File: src/common/ppp_defs.vh
// Purpose: constants for the parallel printer port
// Assumes: 24-bit system address, 16-bit system data
// Notes: address patterns hold only the decoded bits 23..16
`ifndef PPP_DEFS_VH
`define PPP_DEFS_VH

// ****************************************
// Address decode
// ****************************************
`define PPP_LATCH_MASK 8'hcf
`define PPP_LATCH_MATCH 8'h4f
`define PPP_STAT_MASK 8'hcf
`define PPP_STAT_MATCH 8'h47
`define PPP_MISC_MATCH 8'h4a
`define PPP_CLEAR_MATCH 8'h4c
`define PPP_LATCH_ADDR 24'h4f0000
`define PPP_STAT_ADDR 24'h470000
`define PPP_MISC_ADDR 24'h4a0000
`define PPP_CLEAR_ADDR 24'h4c0000

// ****************************************
// Field positions
// ****************************************
`define PPP_STROBE_BIT 13
`define PPP_ST_BUSY 7
`define PPP_ST_ONLINE 6
`define PPP_ST_PAPER 5
`define PPP_ST_ERROR 4
`define PPP_ST_FLOPPY 3
`define PPP_ST_HDISK 2
`define PPP_ST_PARITY 1
`define PPP_ST_DIAL 0

// ****************************************
// Reset values and timing
// ****************************************
`define PPP_LATCH_RESET 8'h00
`define PPP_CLK_MHZ 20
`define PPP_STROBE_MIN_NS 1000
`define PPP_STROBE_MIN_CYC ((`PPP_STROBE_MIN_NS * `PPP_CLK_MHZ + 999) / 1000)

`endif

File: src/ppp_sync2.v
// Purpose: two-flop synchroniser for a bundle of pin levels
// Assumes: inputs are slow levels from outside the clock domain
// Notes: first stage is read by the second stage only
`timescale 1ns/1ps
module ppp_sync2 #(
  parameter W = 8,
  parameter [W-1:0] INIT = {W{1'b0}}
) (
  input wire clk,
  input wire rst,
  input wire [W-1:0] d,
  output reg [W-1:0] q
);
  reg [W-1:0] meta;

  always @(posedge clk or posedge rst) begin
    if (rst) begin
      meta <= INIT;
      q <= INIT;
    end else begin
      meta <= d;
      q <= meta;
    end
  end
endmodule

File: src/ppp_buf2.v
// Purpose: two-entry buffer for bytes bound for the printer latch
// Assumes: single clock, valid/ready on both sides
// Notes: full and empty are exact; no word lost on a stall
`timescale 1ns/1ps
module ppp_buf2 (
  input wire clk,
  input wire rst,
  input wire in_valid,
  output wire in_ready,
  input wire [7:0] in_data,
  output wire out_valid,
  input wire out_ready,
  output wire [7:0] out_data
);
  reg [7:0] mem0;
  reg [7:0] mem1;
  reg rd_ptr;
  reg wr_ptr;
  reg [1:0] count;
  wire push;
  wire pop;

  assign in_ready = (count != 2'd2);
  assign out_valid = (count != 2'd0);
  assign out_data = rd_ptr ? mem1 : mem0;
  assign push = in_valid && in_ready;
  assign pop = out_valid && out_ready;

  always @(posedge clk or posedge rst) begin
    if (rst) begin
      mem0 <= 8'h00;
      mem1 <= 8'h00;
      rd_ptr <= 1'b0;
      wr_ptr <= 1'b0;
      count <= 2'd0;
    end else begin
      if (push) begin
        if (wr_ptr)
          mem1 <= in_data;
        else
          mem0 <= in_data;
        wr_ptr <= ~wr_ptr;
      end
      if (pop)
        rd_ptr <= ~rd_ptr;
      if (push && !pop)
        count <= count + 2'd1;
      else if (pop && !push)
        count <= count - 2'd1;
    end
  end
endmodule

File: src/ppp_port.v
// What this block does
// - Data write captures D0-D7 into output latch
// - Decode latch 0,1,x,x,1,1,1,1; status 0,1,x,x,0,1,1,1
// - Status read drives status byte onto bus
// - Latch write completes without wait states
// - Acknowledge trailing edge raises printer interrupt
// - Bit 7 reads one while printer busy
// - Bit 6 reads one while printer online
// - Bit 5 reads one while paper out
// - Bit 4 reads zero on printer error
// - Bit 3 reads floppy interrupt pending
// - Bit 2 reads hard disk interrupt pending
// - Bit 1 sticky zero on parity, cleared by command
// - Bit 0 reads zero on dial tone
// - Status port is read only
// - Single-byte transfers, each strobe, ack, interrupt
//
// Purpose: processor side of the parallel printer port
// Assumes: 20 MHz system clock; bus strobes are one-cycle pulses on clk
// Notes: sel_n strobes are decoded here from bus_addr and registered
`timescale 1ns/1ps
`include "ppp_defs.vh"
module ppp_port (
  input wire clk,
  input wire rst,
  input wire [23:16] bus_addr,
  input wire [15:0] bus_wdata,
  input wire bus_write,
  input wire bus_read,
  output reg [7:0] bus_rdata,
  output reg bus_rdata_oe,
  output reg bus_ready,
  output reg prn_latch_write_sel_n,
  output reg prn_stat_read_sel_n,
  output reg [7:0] prn_out_bits,
  output reg prn_byte_strobe,
  input wire prn_ack_n,
  output reg prn_irq,
  input wire prn_busy_flag,
  input wire prn_online_flag,
  input wire prn_paper_out_flag,
  input wire prn_error_n,
  input wire floppy_irq_flag,
  input wire hard_disk_irq_flag,
  input wire mem_parity_fault_n,
  input wire dial_tone_seen_n,
  output reg clear_status_cmd
);
  // ****************************************
  // Decode helpers
  // ****************************************
  function addr_hit;
    input [7:0] a;
    input [7:0] mask;
    input [7:0] match;
    begin
      addr_hit = ((a & mask) == (match & mask));
    end
  endfunction

  localparam [7:0] MISC_MASK = 8'hff;
  localparam [3:0] ST_IDLE = 4'b0001;
  localparam [3:0] ST_LOAD = 4'b0010;
  localparam [3:0] ST_STROBE = 4'b0100;
  localparam [3:0] ST_WAIT_ACK = 4'b1000;
  localparam [31:0] STROBE_CYC_FULL = `PPP_STROBE_MIN_CYC;
  localparam [7:0] STROBE_CYC = STROBE_CYC_FULL[7:0];

  wire hit_latch;
  wire hit_stat;
  wire hit_misc;
  wire hit_clear;
  wire latch_wr;
  wire stat_rd;
  wire misc_wr;
  wire clear_wr;

  assign hit_latch = addr_hit(bus_addr, `PPP_LATCH_MASK, `PPP_LATCH_MATCH);
  assign hit_stat = addr_hit(bus_addr, `PPP_STAT_MASK, `PPP_STAT_MATCH);
  assign hit_misc = addr_hit(bus_addr, MISC_MASK, `PPP_MISC_MATCH);
  assign hit_clear = addr_hit(bus_addr, MISC_MASK, `PPP_CLEAR_MATCH);
  assign latch_wr = bus_write && hit_latch;
  assign stat_rd = bus_read && hit_stat;
  assign misc_wr = bus_write && hit_misc;
  // Writes to the status port fall through here and change nothing
  assign clear_wr = bus_write && hit_clear;

  // ****************************************
  // Pin synchronisers
  // ****************************************
  wire [8:0] pins_raw;
  wire [8:0] pins;

  assign pins_raw = {prn_ack_n, prn_busy_flag, prn_online_flag, prn_paper_out_flag,
                     prn_error_n, floppy_irq_flag, hard_disk_irq_flag,
                     mem_parity_fault_n, dial_tone_seen_n};

  // Reset to the idle pin levels: a zero on the active-low pins would
  // set the parity flag and fake an acknowledge edge right after reset
  ppp_sync2 #(.W(9), .INIT(9'h113)) u_sync (
    .clk(clk),
    .rst(rst),
    .d(pins_raw),
    .q(pins)
  );

  wire ack_n_s;
  assign ack_n_s = pins[8];

  // ****************************************
  // Byte buffer in front of the output latch
  // ****************************************
  wire buf_in_ready;
  wire buf_out_valid;
  wire [7:0] buf_out_data;
  reg buf_pop;

  // Latch writes that meet a full buffer are dropped; software must
  // pace bytes by interrupt, one per handshake
  ppp_buf2 u_buf (
    .clk(clk),
    .rst(rst),
    .in_valid(latch_wr),
    .in_ready(buf_in_ready),
    .in_data(bus_wdata[7:0]),
    .out_valid(buf_out_valid),
    .out_ready(buf_pop),
    .out_data(buf_out_data)
  );

  // ****************************************
  // Strobe and handshake sequencer
  // ****************************************
  reg [3:0] state;
  reg [3:0] next_state;
  reg [7:0] strobe_cnt;
  reg soft_strobe;
  reg ack_n_d;
  wire ack_rise;

  // Trailing edge of the low acknowledge pulse
  assign ack_rise = ack_n_s && !ack_n_d;

  always @* begin
    next_state = state;
    buf_pop = 1'b0;
    case (state)
      ST_IDLE: begin
        if (buf_out_valid) begin
          buf_pop = 1'b1;
          next_state = ST_LOAD;
        end
      end
      ST_LOAD: begin
        if (soft_strobe)
          next_state = ST_STROBE;
      end
      ST_STROBE: begin
        // Held for the minimum width even if software clears early
        if (!soft_strobe && strobe_cnt >= STROBE_CYC)
          next_state = ST_WAIT_ACK;
      end
      ST_WAIT_ACK: begin
        if (ack_rise)
          next_state = ST_IDLE;
        else if (buf_out_valid && soft_strobe)
          next_state = ST_WAIT_ACK;
      end
      default: next_state = ST_IDLE;
    endcase
  end

  always @(posedge clk or posedge rst) begin
    if (rst) begin
      state <= ST_IDLE;
      strobe_cnt <= 8'h00;
      soft_strobe <= 1'b0;
      ack_n_d <= 1'b1;
      prn_byte_strobe <= 1'b0;
      prn_irq <= 1'b0;
      prn_out_bits <= `PPP_LATCH_RESET;
    end else begin
      state <= next_state;
      ack_n_d <= ack_n_s;
      if (misc_wr)
        soft_strobe <= bus_wdata[`PPP_STROBE_BIT];
      if (buf_pop)
        prn_out_bits <= buf_out_data;
      if (next_state == ST_STROBE)
        prn_byte_strobe <= 1'b1;
      else
        prn_byte_strobe <= 1'b0;
      if (state == ST_STROBE && strobe_cnt != 8'hff)
        strobe_cnt <= strobe_cnt + 8'h01;
      else if (state != ST_STROBE)
        strobe_cnt <= 8'h00;
      // Acknowledge edge wins over a concurrent strobe clear
      if (ack_rise && state == ST_WAIT_ACK)
        prn_irq <= 1'b1;
      else if (next_state == ST_STROBE && state == ST_LOAD)
        prn_irq <= 1'b0;
    end
  end

  // ****************************************
  // Status port
  // ****************************************
  reg parity_seen;
  wire [7:0] status_byte;

  // Sticky parity flag; a new fault wins over the clear command
  always @(posedge clk or posedge rst) begin
    if (rst) begin
      parity_seen <= 1'b0;
    end else begin
      if (!pins[1])
        parity_seen <= 1'b1;
      else if (clear_wr)
        parity_seen <= 1'b0;
    end
  end

  assign status_byte[`PPP_ST_BUSY] = pins[7];
  assign status_byte[`PPP_ST_ONLINE] = pins[6];
  assign status_byte[`PPP_ST_PAPER] = pins[5];
  assign status_byte[`PPP_ST_ERROR] = pins[4];
  assign status_byte[`PPP_ST_FLOPPY] = pins[3];
  assign status_byte[`PPP_ST_HDISK] = pins[2];
  assign status_byte[`PPP_ST_PARITY] = ~parity_seen;
  assign status_byte[`PPP_ST_DIAL] = pins[0];

  // ****************************************
  // Bus answer
  // ****************************************
  always @(posedge clk or posedge rst) begin
    if (rst) begin
      bus_rdata <= 8'h00;
      bus_rdata_oe <= 1'b0;
      bus_ready <= 1'b0;
      prn_latch_write_sel_n <= 1'b1;
      prn_stat_read_sel_n <= 1'b1;
      clear_status_cmd <= 1'b0;
    end else begin
      bus_rdata <= stat_rd ? status_byte : 8'h00;
      bus_rdata_oe <= stat_rd;
      // Every access answers in one cycle, no wait states
      bus_ready <= bus_write || bus_read;
      prn_latch_write_sel_n <= ~latch_wr;
      prn_stat_read_sel_n <= ~stat_rd;
      clear_status_cmd <= clear_wr;
    end
  end
endmodule

File: config.mk
export PLATFORM = sky130hd
export DESIGN_NAME = ppp_port
export DESIGN_NICKNAME = d
export VERILOG_FILES = /design/src/ppp_sync2.v /design/src/ppp_buf2.v /design/src/ppp_port.v
export VERILOG_INCLUDE_DIRS = /design/src /design/src/common
export SDC_FILE = /design/constraint.sdc
export NUM_CORES = 1
export LEC_CHECK = 0
export ABC_AREA = 1
export BUFFER_PORTS_ARGS = -buffer_cell sky130_fd_sc_hd__buf_2
export CAP_MARGIN = 5
export CORE_MARGIN = 2
export CORE_UTILIZATION = 50
export CTS_BUF_LIST = sky130_fd_sc_hd__clkbuf_8
export CTS_CLUSTER_DIAMETER = 50
export CTS_CLUSTER_SIZE = 40
export DETAILED_ROUTE_END_ITERATION = 6
export PLACE_DENSITY = 0.76
export RECOVER_POWER = 100
export SYNTH_ARGS = -nofsm -noshare
export SYNTH_HDL_FRONTEND = slang
export SYNTH_SLANG_ARGS = --single-unit
export TNS_END_PERCENT = 1
File: constraint.sdc
create_clock -name clk -period 5.6 [get_ports clk]
set_input_delay 1.12 -clock clk [delete_from_list [all_inputs] [get_ports clk]]
set_output_delay 1.12 -clock clk [all_outputs]
set_load 0.1 [all_outputs]
==> results.json <==
{
  "status": "complete, but fails checks",
  "violations": "max-capacitance violations, max-slew violations",
  "synthAdderAreaFrac_pct": 1.22,
  "synth_area_leaders": "dfrtp_1 52%, nand2_1 12%, dfstp_2 10%, inv_1 3.9%, nand4_1 3.7%",
  "synth_compound_area_share_pct": 2.12,
  "ys_warn_count": 0,
  "cap_violations": 1,
  "power_frac_clock_pct": 25.5,
  "drv_slew": 18,
  "hpwl_mm": 3.93,
  "ys_types": 26,
  "synth_nets": 348,
  "required_ps": 5830,
  "postSynthAreaPerCell_um2": 9.95,
  "grt_overflow": 0,
  "ios": 60,
  "ctsHoldBuffers": 0,
  "async_flop_share_pct": 100,
  "gp_congestion": 0.782,
  "wirelength_mm": 5.76,
  "dieHeight_um": 82.3,
  "muxShareOfSynthArea_pct": 2.94,
  "p_int_uw": 893,
  "p_sw_uw": 603,
  "clk_latency_ps": 340,
  "pwr-share-comb_pct": 28.8,
  "slew_headroom_pct": -12.8,
  "die_w_um": 82.3,
  "drt-initial-drc-count": 122,
  "fin_worst_skew_ps": 6.76,
  "p_leak_uw": 0.00183,
  "swShare_pct": 40.3,
  "postCtsSetupBuffers": 0,
  "cts_tree": "built",
  "synth_top_area_share_pct": 52.3,
  "cp-start-kind": "primary input",
  "vias_per_cell": 4.96,
  "synth_edf_count": 0,
  "root_buffer": "clkbuf_8",
  "nFillCells": 526,
  "die_area_um2": 6770,
  "finalHoldViolCount": 0,
  "final_cell_mix": "94 x nand2_1, 64 x dfrtp_1, 33 x inv_1",
  "core_um2": 5920,
  "final_nets": 408,
  "period_needed_ps": 3490,
  "rsz0062_at_grt": "no",
  "clk_pin_slew_ps": 80,
  "ys_seq_elements": 76,
  "dr.pass1.iters": 4,
  "antenna_found_initial": 0,
  "grt_pass1_wl_mm": 9.62,
  "endpoint_kind": "flip-flop",
  "diodes": 0,
  "crit_fanout": 17,
  "synth_xor_area_share_pct": 1.71,
  "cellPowerDensity_nw_per_um2": 425,
  "post-route-period-util_pct": 62.3,
  "wire_per_inst_um": 12.9,
  "critical_path_class": "in2reg",
  "power.share.sequential_pct": 45.7,
  "grt_pass1_vias": 2162,
  "drtAntennaViolNets": 0,
  "cts_made_buffers": 9,
  "cts_max_path_buffers": 2,
  "yosysSeqAreaShare_pct": 62.6,
  "setup_violations": 0,
  "hp-class": "reg2reg",
  "clock_sink_count": 76,
  "synth_largest_area_cell": "dfrtp_1",
  "ir_drop_mv": 0.280,
  "synthesis.instances": 308,
  "hold_slack_ps": 354,
  "cts_resized": 0,
  "start_util_pct": 51.8,
  "worst_slew_pin_slew_ps": 1680,
  "syn_area_um2": 3060,
  "layout_commonest_cell": "nand2_1",
  "drc": 0,
  "area.growth.synth_to_final_pct": 14.9,
  "htreeDepth": 3,
  "synth_flop_cell": "dfrtp_1",
  "grtUsageTotal_pct": 19.2,
  "synth_top_family_by_area": "simple AND/OR/NAND/NOR gates",
  "grt_max_degree": 77,
  "num_rows": 28,
  "portBuffers": 52,
  "synthSimpleGateAreaFrac_pct": 24.3,
  "tns_ps": 0,
  "crit_arrival_ps": 3720,
  "drive_gt1_share_pct": 18.5,
  "max_freq_mhz": 287,
  "vias": 2224
}
## layer usage
layer / up-vias / global-route usage [%] / part of all wire [%]
li1: 1103 / - / -
met1: 1066 / 24.0 / 45
met2: 45 / 31.8 / 49
met3: 10 / 3.80 / 3.4
met4: 0 / 9.33 / 2.2
met5: - / 0 / 0
## path summary, 6_finish.rpt
| path | to | startpoint | slack [ps] | cells after the start |
|---|---|---|---|---|
| max | u_buf.count[1] | bus_addr[23] | 2110 | 10 |
| min | u_sync.q[2] | u_sync.meta[2] | 350 | 0 |
| max reg2reg | u_buf.count[1] | state[0] | 3180 | 7 |
| min reg2reg | u_sync.q[2] | u_sync.meta[2] | 350 | 0 |
| max in group asynchronous | u_buf.mem0[5] | rst | 3940 | 3 |
| min in group asynchronous | bus_rdata[0] | rst | 1040 | 3 |
## per-stage QoR
step | utilization, % | power (uW) | std cells | instance area [um2] | worst slack (ps)
5_1_grt | 59.5 | 1570 | 448 | 3520 | 1910
3_5_place_dp | 57.4 | 1140 | 432 | 3400 | 2650
6_report | 59.5 | 1500 | 448 | 3520 | 2110
2_1_floorplan | - | 1050 | 308 | 3060 | 2560
3_3_place_gp | 57.4 | 1130 | 432 | 3400 | 2730
4_1_cts | 60.5 | 1520 | 448 | 3580 | 2990
## logic make-up (layout without fill, tap and decap cells)
| group | after synthesis | count (layout) |
|---|---|---|
| AO/OA/AOI/OAI | 13 | 13 |
| XOR/XNOR | 6 | 6 |
| adder cells (fa/ha/maj) | 3 | 3 |
| buffers and inverters | 38 | 103 |
| flip-flops | 76 | 76 |
| multiplexers | 8 | 8 |
| AND/OR/NAND/NOR | 164 | 164 |
## worst max-delay path, stage by stage
cell and delay [ps]:
buf_2 100, inv_1 60, nand3_1 100, nor3_1 1280, inv_1 180, a21oi_1 200
ha_1 270, a21oi_1 140, o21ai_0 120, xnor2_1 140
## flip-flops by register name, indices dropped and copies added, names as in the netlist, 2 cells and up
register      count
bus_rdata         8
prn_out_bits      8
state             4
strobe_cnt        8
u_buf.count       2
u_buf.mem0        8
u_buf.mem1        8
u_sync.meta       9
u_sync.q          9
## power groups by stage
| stage | registers, uW | clock network [uW] | logic [uW] |
|---|---|---|---|
| 3_5_place_dp | 693 | 0 | 445 |
| 6_report | 683 | 382 | 430 |
| 2_1_floorplan | 860 | 0 | 189 |
| 4_1_cts | 684 | 391 | 447 |
| 5_1_grt | 693 | 412 | 464 |
| 3_3_place_gp | 691 | 0 | 435 |
## synthesized netlist by cell type, types with 2 or more instances
cell type  count
nand2_1       94
dfrtp_1       64
inv_1         32
nor2_1        26
nand4_1       18
dfstp_2       12
mux2_2         8
a21oi_1        7
nand3_1        7
nor3_1         7
o21ai_0        6
ha_1           3
nand4_2        3
xnor2_1        3
xor2_1         3
buf_2          2
nand2_2        2
nand3_2        2
nor2_2         2
## final cells by class
class / count / area (um2) / share of cell area (%)
Sequential cell: 76 / 1920 / 54.4
Clock buffer: 11 / 151 / 4.30
Multi-Input combinational cell: 194 / 958 / 27.2
Clock inverter: 5 / 35.0 / 0.995
Timing Repair Buffer: 53 / 238 / 6.75
Tap cell: 75 / 93.8 / 2.67
Inverter: 34 / 128 / 3.62
Power figures use the tool's default switching activity.
